$ cat src/verilog/adc_mon_pkg.sv
// Function
// - The monitor compares only while its enable bit 0 is set.
// - With direction bit 5 clear, a result below the compare value hits.
// - With direction bit 5 set, a result above the compare value hits.
// - Select bits 4:1 pick slots 0 to 7, and any code 1xxx the priority slot.
// - Each result register shows its 10-bit result, read-only, in bits 15:6.
// - Overrun bit 1 sets when a new result replaces an unread one.
// - Reading a result register clears its overrun bit.
// - Stored bit 0 sets whenever a result is written into the register.
// - Reading the result clears the stored bit, unless a new result is stored in the same cycle.
// - Writing 10 then 01 to the soft reset field resets all registers.
package adc_mon_pkg;
    localparam int unsigned ADDR_W = 8;
    localparam logic [7:0] OFF_CONTROL = 8'h00;
    localparam logic [7:0] OFF_COMPARE = 8'h04;
    localparam logic [7:0] OFF_RESULT_BASE = 8'h10;
    localparam logic [7:0] OFF_PRIORITY = 8'h30;
    localparam logic [7:0] OFF_INT_STATUS = 8'h34;
    localparam logic [7:0] OFF_INT_CLEAR = 8'h38;
    localparam logic [7:0] OFF_INT_ENABLE = 8'h3c;
    localparam logic [7:0] OFF_SOFT_RESET = 8'h40;
    localparam int unsigned CTL_W = 6;
    localparam int unsigned CTL_EN_BIT = 0;
    localparam int unsigned CTL_SEL_LSB = 1;
    localparam int unsigned CTL_SEL_W = 4;
    localparam int unsigned CTL_DIR_BIT = 5;
    localparam logic [5:0] CTL_RESET = 6'h00;
    localparam int unsigned RES_W = 10;
    localparam int unsigned RES_VAL_LSB = 6;
    localparam int unsigned RES_OVR_BIT = 1;
    localparam int unsigned RES_STORED_BIT = 0;
    localparam logic [9:0] CMP_RESET = 10'h000;
    localparam int unsigned NUM_SLOTS = 9;
    localparam logic [3:0] PRIO_SLOT = 4'h8;
    localparam int unsigned INT_W = 2;
    localparam int unsigned INT_MON_BIT = 0;
    localparam int unsigned INT_OVR_BIT = 1;
    localparam logic [1:0] INT_RESET = 2'h0;
    localparam logic [1:0] SRST_FIRST = 2'h2;
    localparam logic [1:0] SRST_SECOND = 2'h1;
    localparam logic [1:0] RESP_OKAY = 2'h0;
    localparam logic [1:0] RESP_SLVERR = 2'h2;

    function automatic logic [3:0] sel_to_slot(input logic [3:0] sel);
        return sel[3] ? PRIO_SLOT : {1'b0, sel[2:0]};
    endfunction : sel_to_slot
endpackage : adc_mon_pkg

$ cat src/verilog/adc_result_monitor.sv
// Implementation choices: the AXI4-Lite slave port and the register addresses.
`timescale 1ns/100ps
module adc_result_monitor
    import adc_mon_pkg::*;
(
    // Clock and reset
    input wire logic aclk,
    input wire logic aresetn,
    // AXI4-Lite write address
    input wire logic awvalid,
    output logic awready,
    input wire logic [ADDR_W-1:0] awaddr,
    // AXI4-Lite write data
    input wire logic wvalid,
    output logic wready,
    input wire logic [31:0] wdata,
    input wire logic [3:0] wstrb,
    // AXI4-Lite write response
    output logic bvalid,
    input wire logic bready,
    output logic [1:0] bresp,
    // AXI4-Lite read address
    input wire logic arvalid,
    output logic arready,
    input wire logic [ADDR_W-1:0] araddr,
    // AXI4-Lite read data
    output logic rvalid,
    input wire logic rready,
    output logic [31:0] rdata,
    output logic [1:0] rresp,
    // Converter core
    input wire logic conv_store,
    input wire logic [3:0] conv_slot,
    input wire logic [RES_W-1:0] conv_value,
    // Events
    output logic monitor_hit,
    output logic irq
);
    typedef struct packed {
        logic [CTL_W-1:0] ctl;
        logic [RES_W-1:0] cmp;
        logic [INT_W-1:0] int_status;
        logic [INT_W-1:0] int_enable;
        logic srst_armed;
        logic srst;
        logic hit;
        logic aw_held;
        logic [ADDR_W-1:0] awaddr;
        logic w_held;
        logic [31:0] wdata;
        logic [3:0] wstrb;
        logic bvalid;
        logic [1:0] bresp;
        logic rvalid;
        logic [1:0] rresp;
        logic [31:0] rdata;
    } state_t;

    state_t r;
    state_t nxt;

    logic [31:0] slot_word [NUM_SLOTS];
    logic [NUM_SLOTS-1:0] slot_store;
    logic [NUM_SLOTS-1:0] read_clr;
    logic [NUM_SLOTS-1:0] ovr_evt;
    logic mon_hit;
    logic ar_hs;
    logic [ADDR_W-1:0] rd_addr;
    logic rd_is_result;
    logic [3:0] rd_slot;
    logic [7:0] rd_offset;

    function automatic logic [31:0] merge_strb(input logic [31:0] old,
                                               input logic [31:0] data,
                                               input logic [3:0] strb);
        logic [31:0] res;
        res = old;
        for (int b = 0; b < 4; b++) begin
            if (strb[b]) begin
                res[8*b +: 8] = data[8*b +: 8];
            end
        end
        return res;
    endfunction : merge_strb

    // Read and write decode share one notion of the slot window
    function automatic logic in_result_range(input logic [ADDR_W-1:0] a);
        return (a >= OFF_RESULT_BASE) && (a <= OFF_PRIORITY);
    endfunction : in_result_range

    // Handshake outputs straight from state
    assign awready = !r.aw_held && !r.bvalid;
    assign wready = !r.w_held && !r.bvalid;
    assign arready = !r.rvalid;
    assign bvalid = r.bvalid;
    assign bresp = r.bresp;
    assign rvalid = r.rvalid;
    assign rresp = r.rresp;
    assign rdata = r.rdata;
    assign monitor_hit = r.hit;
    assign irq = |(r.int_status & r.int_enable);

    assign ar_hs = arvalid && arready;
    assign rd_addr = {araddr[ADDR_W-1:2], 2'b00};
    assign rd_offset = rd_addr - OFF_RESULT_BASE;
    assign rd_is_result = in_result_range(rd_addr);
    assign rd_slot = rd_offset[5:2];

    genvar gi;
    generate
        for (gi = 0; gi < NUM_SLOTS; gi++) begin : g_slot
            assign slot_store[gi] = conv_store
                                 && (conv_slot == 4'(gi));
            // Read of the register clears both flags; a same-cycle store keeps stored set
            assign read_clr[gi] = ar_hs && rd_is_result
                               && (rd_slot == 4'(gi));
            assign ovr_evt[gi] = slot_store[gi]
                              && slot_word[gi][RES_STORED_BIT]
                              && !read_clr[gi];
            result_slot u_slot (
                .aclk(aclk),
                .aresetn(aresetn),
                .soft_rst(r.srst),
                .store(slot_store[gi]),
                .store_value(conv_value),
                .read_clr(read_clr[gi]),
                .word(slot_word[gi])
            );
        end
    endgenerate

    monitor_compare u_cmp (
        .enable(r.ctl[CTL_EN_BIT]),
        .direction(r.ctl[CTL_DIR_BIT]),
        .target_select(r.ctl[CTL_SEL_LSB +: CTL_SEL_W]),
        .compare_value(r.cmp),
        .store(conv_store && !r.srst),
        .store_slot(conv_slot),
        .store_value(conv_value),
        .hit(mon_hit)
    );

    always_comb begin
        logic [ADDR_W-1:0] wa;
        logic [31:0] merged;
        logic [INT_W-1:0] clr;
        logic [INT_W-1:0] set;
        wa = '0;
        merged = '0;
        clr = '0;
        set = '0;
        nxt = r;
        nxt.srst = 1'b0;
        nxt.hit = mon_hit;

        // Write address and data are taken in either order
        if (awvalid && awready) begin
            nxt.aw_held = 1'b1;
            nxt.awaddr = awaddr;
        end
        if (wvalid && wready) begin
            nxt.w_held = 1'b1;
            nxt.wdata = wdata;
            nxt.wstrb = wstrb;
        end
        if (r.bvalid && bready) begin
            nxt.bvalid = 1'b0;
        end

        if (r.aw_held && r.w_held && !r.bvalid) begin
            wa = {r.awaddr[ADDR_W-1:2], 2'b00};
            nxt.aw_held = 1'b0;
            nxt.w_held = 1'b0;
            nxt.bvalid = 1'b1;
            nxt.bresp = RESP_OKAY;
            merged = merge_strb(32'h0000_0000, r.wdata, r.wstrb);
            unique case (wa)
                OFF_CONTROL: begin
                    merged = merge_strb(32'(r.ctl), r.wdata, r.wstrb);
                    nxt.ctl = merged[CTL_W-1:0];
                end
                OFF_COMPARE: begin
                    merged = merge_strb(32'(r.cmp), r.wdata, r.wstrb);
                    nxt.cmp = merged[RES_W-1:0];
                end
                OFF_INT_ENABLE: begin
                    merged = merge_strb(32'(r.int_enable), r.wdata,
                                        r.wstrb);
                    nxt.int_enable = merged[INT_W-1:0];
                end
                OFF_INT_CLEAR: begin
                    clr = merged[INT_W-1:0];
                end
                OFF_SOFT_RESET: begin
                    if (r.wstrb[0]) begin
                        if (merged[1:0] == SRST_FIRST) begin
                            nxt.srst_armed = 1'b1;
                        end else if (merged[1:0] == SRST_SECOND
                                     && r.srst_armed) begin
                            nxt.srst_armed = 1'b0;
                            nxt.srst = 1'b1;
                        end else begin
                            nxt.srst_armed = 1'b0;
                        end
                    end
                end
                OFF_INT_STATUS: begin
                end
                default: begin
                    // Result slots are read-only; other holes refuse
                    if (!in_result_range(wa)) begin
                        nxt.bresp = RESP_SLVERR;
                    end
                end
            endcase
        end

        if (r.rvalid && rready) begin
            nxt.rvalid = 1'b0;
        end
        if (ar_hs) begin
            nxt.rvalid = 1'b1;
            nxt.rresp = RESP_OKAY;
            nxt.rdata = 32'h0000_0000;
            if (rd_is_result) begin
                nxt.rdata = slot_word[rd_slot];
            end else begin
                unique case (rd_addr)
                    OFF_CONTROL: nxt.rdata = 32'(r.ctl);
                    OFF_COMPARE: nxt.rdata = 32'(r.cmp);
                    OFF_INT_STATUS: nxt.rdata = 32'(r.int_status);
                    OFF_INT_ENABLE: nxt.rdata = 32'(r.int_enable);
                    OFF_INT_CLEAR: nxt.rdata = 32'h0000_0000;
                    OFF_SOFT_RESET: nxt.rdata = 32'h0000_0000;
                    default: nxt.rresp = RESP_SLVERR;
                endcase
            end
        end

        // Hardware set beats a software clear in the same cycle
        set[INT_MON_BIT] = mon_hit;
        set[INT_OVR_BIT] = |ovr_evt;
        nxt.int_status = (r.int_status & ~clr) | set;

        // Bus state survives so an open transfer still completes
        if (r.srst) begin
            nxt.ctl = CTL_RESET;
            nxt.cmp = CMP_RESET;
            nxt.int_status = INT_RESET;
            nxt.int_enable = INT_RESET;
            nxt.srst_armed = 1'b0;
            nxt.hit = 1'b0;
        end
    end

    always_ff @(posedge aclk) begin
        if (!aresetn) begin
            r <= '0;
        end else begin
            r <= nxt;
        end
    end
endmodule : adc_result_monitor

$ cat src/verilog/monitor_compare.sv
`timescale 1ns/100ps
module monitor_compare
    import adc_mon_pkg::*;
(
    // Monitor settings
    input wire logic enable,
    input wire logic direction,
    input wire logic [CTL_SEL_W-1:0] target_select,
    input wire logic [RES_W-1:0] compare_value,
    // Result being stored
    input wire logic store,
    input wire logic [3:0] store_slot,
    input wire logic [RES_W-1:0] store_value,
    // Comparison outcome
    output logic hit
);
    logic targeted;
    logic beyond;

    // Only a fresh store is judged, so a held result never repeats
    assign targeted = store && (store_slot == sel_to_slot(target_select));
    assign beyond = direction ? (store_value > compare_value)
                              : (store_value < compare_value);
    assign hit = enable && targeted && beyond;
endmodule : monitor_compare

$ cat src/verilog/result_slot.sv
`timescale 1ns/100ps
module result_slot
    import adc_mon_pkg::*;
(
    // Clock and reset
    input wire logic aclk,
    input wire logic aresetn,
    input wire logic soft_rst,
    // Converter side
    input wire logic store,
    input wire logic [RES_W-1:0] store_value,
    // Software side
    input wire logic read_clr,
    output logic [31:0] word
);
    typedef struct packed {
        logic [RES_W-1:0] value;
        logic ovr;
        logic stored;
    } slot_t;

    slot_t slot_r;
    slot_t slot_nxt;

    always_comb begin
        slot_nxt = slot_r;
        if (soft_rst) begin
            slot_nxt = '0;
        end else begin
            if (store) begin
                slot_nxt.value = store_value;
                slot_nxt.stored = 1'b1;
            end else if (read_clr) begin
                slot_nxt.stored = 1'b0;
            end
            // Same-cycle read took the old value, so no loss
            if (store && slot_r.stored && !read_clr) begin
                slot_nxt.ovr = 1'b1;
            end else if (read_clr) begin
                slot_nxt.ovr = 1'b0;
            end
        end
    end

    always_ff @(posedge aclk) begin
        if (!aresetn) begin
            slot_r <= '0;
        end else begin
            slot_r <= slot_nxt;
        end
    end

    always_comb begin
        word = '0;
        word[RES_VAL_LSB +: RES_W] = slot_r.value;
        word[RES_OVR_BIT] = slot_r.ovr;
        word[RES_STORED_BIT] = slot_r.stored;
    end
endmodule : result_slot
$ cat config.mk
export PLATFORM = sky130hd
export DESIGN_NAME = adc_result_monitor
export DESIGN_NICKNAME = d
export VERILOG_FILES = /design/src/verilog/adc_mon_pkg.sv /design/src/verilog/adc_result_monitor.sv /design/src/verilog/monitor_compare.sv /design/src/verilog/result_slot.sv
export SDC_FILE = /design/constraint.sdc
export NUM_CORES = 1
export LEC_CHECK = 0
export BUFFER_PORTS_ARGS = -buffer_cell sky130_fd_sc_hd__buf_4
export CAP_MARGIN = 20
export CORE_MARGIN = 5
export CORE_UTILIZATION = 50
export CTS_CLUSTER_SIZE = 20
export DETAILED_ROUTE_END_ITERATION = 10
export GPL_TIMING_DRIVEN = 0
export PLACE_DENSITY = 0.7
export REMOVE_ABC_BUFFERS = 1
export SYNTH_ARGS = -nofsm -noshare
export SYNTH_HDL_FRONTEND = slang
export SYNTH_HIERARCHICAL = 1
export SYNTH_SLANG_ARGS = --single-unit
$ cat constraint.sdc
create_clock -name aclk -period 3.2 [get_ports aclk]
set_input_delay 0.16 -clock aclk [delete_from_list [all_inputs] [get_ports aclk]]
set_output_delay 0.16 -clock aclk [all_outputs]
set_load 0.05 [all_outputs]
==> impl_metrics.csv <==
group,metric,value,unit
status,status,"finished clean",
worst_setup_path,cpMaxStageDelayCell,"nand2_1",
hold_path,min_path_type,"in2reg",
timing,setup_total_negative_slack,0,ps
logic_synthesis,synth.area.mux_share,23.6,%
routing,num_vias,8184,
routing,post-route-drc-count,0,
floorplan,die_area,26400,um^2
job,maxCapViolCount,0,
logic_synthesis,synthFlopType,"dfxtp_1",
logic_synthesis,synthXorXnorAreaFrac,0,%
routing,antenna_left,0,
global_route,grtUsageMet3,4.18,%
timing,setup_slack,329,ps
placement,place_area,11500,um^2
logic_synthesis,syn_inst,1248,
logic_synthesis,yosys.area.top_type,"dfxtp_1",
routing,wl_per_cell,16.1,um
worst_setup_path,r2r_end,"rdata[0]$_SDFFE_PN0N_",
worst_setup_path,cp_num_buf_inv,2,
routing,avgViaCountPerCell,5.12,
placement,dp_slack,-1240,ps
logic_synthesis,yosysWarnings,6,
global_route,grt_util_all_layers,19.4,%
logic_synthesis,synth_edf_count,0,
power_and_ir_drop,total_power,5280,uW
logic_synthesis,synth.top_cell.area_share,32.2,%
logic_synthesis,yosys-top-cells-area,"dfxtp_1 32%, buf_4 14%, mux2i_1 11%",
power_and_ir_drop,p_leak,0.00489,uW
worst_setup_path,endpoint,"rdata[0]$_SDFFE_PN0N_",
global_route,top_usage_layer,"met2",
global_route,grt_first_pass_wirelength,40.8,mm
timing,slew-limit-headroom,33.6,%
routing,first_pass_iters,6,
placement,gp_congestion,0.839,
worst_setup_path,criticalPathCategory,"in2reg",
timing,fmax,348,MHz
logic_synthesis,synth-simple-area-share,15.1,%
layout,multi_input_area,6460,um^2
logic_synthesis,yosysSeqAreaShare,32.2,%
floorplan,die_w,162,um
timing,hold_viol_final,0,
clock_tree,cts_made_buffers,17,
worst_setup_path,r2r_slack,840,ps
timing,period_minus_slack,2870,ps
worst_setup_path,cp_max_fo,43,
logic_synthesis,syn_area,11600,um^2
floorplan,io_pins,117,
layout,layout.nets,1363,
clock_tree,numClockSinks,187,
layout,seq_area,3740,um^2
clock_tree,cts_tree,"done",
worst_setup_path,r2r-start,"rvalid$_SDFFE_PN0P_",
logic_synthesis,synth_top_family_by_area,"multiplexers",
worst_setup_path,crit_start,"araddr[4]",
layout,fin_area,12300,um^2
global_route,grt_pass1_vias,7892,
timing,hold_slack,22.6,ps
clock_tree,htreeDepth,4,
clock_tree,clk-insertion-delay-late,430,ps
timing,drv_slew,0,
timing,fin_crit_sh,89.7,%
power_and_ir_drop,ir_worst_vdd,0.000374,V
worst_setup_path,slowest_delay,600,ps
logic_synthesis,syn_area_per_cell,9.31,um^2
layout,layout-drive-gt1-share,17.4,%
hold_path,hp-start,"arvalid",
worst_setup_path,cp-end-kind,"register",
logic_synthesis,async_flop_share,0,%
global_route,grt_max_degree,66,
routing,drtIter0Drc,576,
logic_synthesis,synthAdderAreaFrac,1.72,%
placement,place_hpwl,17.4,mm
worst_setup_path,cp.depth,7,
global_route,grt_overflow,0,
worst_setup_path,crit_required,3540,ps
clock_tree,cts_buffer_depth,2,
clock_tree,clkTransAtPathRegs,70,ps
layout,area_growth,6.00,%
worst_setup_path,crit_chain,"buf_4 -> inv_1 -> ha_1 -> o22ai_1 -> and3_1 -> nand2_1 -> o22ai_1",
worst_setup_path,cpMostUsedCell,"o22ai_1",
logic_synthesis,synth_compound_area_share,8.95,%
layout,fill_cells,2093,
worst_setup_path,startpoint_type,"input port",
logic_synthesis,ys_ff_latch,187,
timing,clock_skew,10.4,ps
floorplan,core-area,22800,um^2
logic_synthesis,synth_cell_types,61,
floorplan,die_height,162,um
routing,wirelength,25.7,mm
worst_setup_path,critical-path-top-delay-family,"simple AND/OR/NAND/NOR gates",
worst_setup_path,rr_worst_depth,4,
power_and_ir_drop,powerDensity,428,nW/um^2
timing,tightest_slew,995,ps
timing,setup_viol,0,
floorplan,rows,55,
clock_tree,root_buffer,"clkbuf_16",
placement,io_buffers,86,
global_route,grtUsageMet1,25.2,%
layout,n_antenna_cell,0,
global_route,antenna_found_initial,0,
worst_setup_path,cp_data_arrival_time,3210,ps
floorplan,initial_core_util,51.0,%
timing,rsz0062_at_grt,"no",
global_route,gr-usage-met2,32.8,%
[Yosys cell counts (20+ instances only)]
cell type  count
inv_1         28
mux2i_1      132
dfxtp_1      187
nor2_1       156
o21ai_0       29
buf_4        221
nand3_1       20
a22oi_1       32
nand2b_1      33
clkbuf_1      29
nand2_1       81
mux4_2        57
a21oi_1       62
[layer usage]
| layer | share of wire, % | routed length, um |
|---|---|---|
| met5 | 0 | 0 |
| met4 | 1.4 | 370 |
| met3 | 6.7 | 1740 |
| met2 | 49 | 12500 |
| met1 | 43 | 11100 |
[sequential cells by signal, summed over array words and instances (netlist names)]
register,count
g_slot.u_slot/word,108
r,42
rdata,32
bresp,1
bvalid,1
monitor_hit,1
rresp,1
rvalid,1
[logic make-up (layout without fill, tap and decap cells)]
group	Yosys count	count (layout)
AND/OR/NAND/NOR	361	361
buffers and inverters	311	177
multiplexers	201	201
flip-flops	187	187
AO/OA/AOI/OAI	162	162
adder cells (fa/ha/maj)	16	16
other	10	182
[stage by stage]
| step | utilization (%) | std cells |
|---|---|---|
| 3_3_place_gp | 49.7 | 1537 |
| 2_1_floorplan | - | 1138 |
| 4_1_cts | 54.1 | 1599 |
| 5_1_grt | 54.1 | 1599 |
| 6_report | 54.1 | 1599 |
| 3_5_place_dp | 50.4 | 1547 |
[worst register-to-register path, stage by stage (launching register included)]
cell and delay, ps:
dfxtp_1 380, nor4b_4 490, and3_1 440, nand2_1 600, o22ai_1 360
[worst min-delay path by stage]
stage,endpoint,slack [ps],depth (start not counted)
2_1_floorplan,rvalid$_SDFFE_PN0P_,260,1
3_3_place_gp,rvalid$_SDFFE_PN0P_,350,2
3_5_place_dp,rvalid$_SDFFE_PN0P_,350,2
4_1_cts,rvalid$_SDFFE_PN0P_,2,3
5_1_grt,rvalid$_SDFFE_PN0P_,10,3
6_report,rvalid$_SDFFE_PN0P_,20,3
[power by group]
part           switching (uW)  internal (uW)  total [uW]
Sequential               34.5           2370        2400
Clock                    1030           1150        2170
Combinational             409            292         701
Total                    1470           3810        5280
[what timing repair did]
item / CTS / global route
hold buffers: 19 / 0
endpoints found under the hold margin: 19 / 0
gates resized for setup: 3 / 1
endpoints found under the setup margin: 12 / 1
buffers inserted: 1 / 0
pin swaps: 1 / 0
[layout make-up]
cell class,instances,share of cell area (%)
clock buffers,18,3.56
clock inverters,14,1.45
inverters,29,0.884
multi-input cells,922,52.4
flip-flops and latches,187,30.4
well taps,313,3.18
repair buffers,116,8.13
[layout by cell type (no fill, tap or decap), types with 6 or more instances in the layout]
cell type	n
dfxtp_1	187
nor3_2	9
nand2_1	81
nand2b_1	33
o21ai_0	29
nor2b_1	10
clkbuf_16	17
inv_1	28
nor2_1	153
mux2_2	12
a22o_1	6
nor3_1	6
buf_4	89
ha_1	15
nand3_1	20
a22oi_1	32
nand4_1	7
mux4_2	57
a21oi_1	62
and3_1	7
mux2i_1	132
conb_1	182
dlygate4sd3_1	19
(Power assumes the default switching activity.)
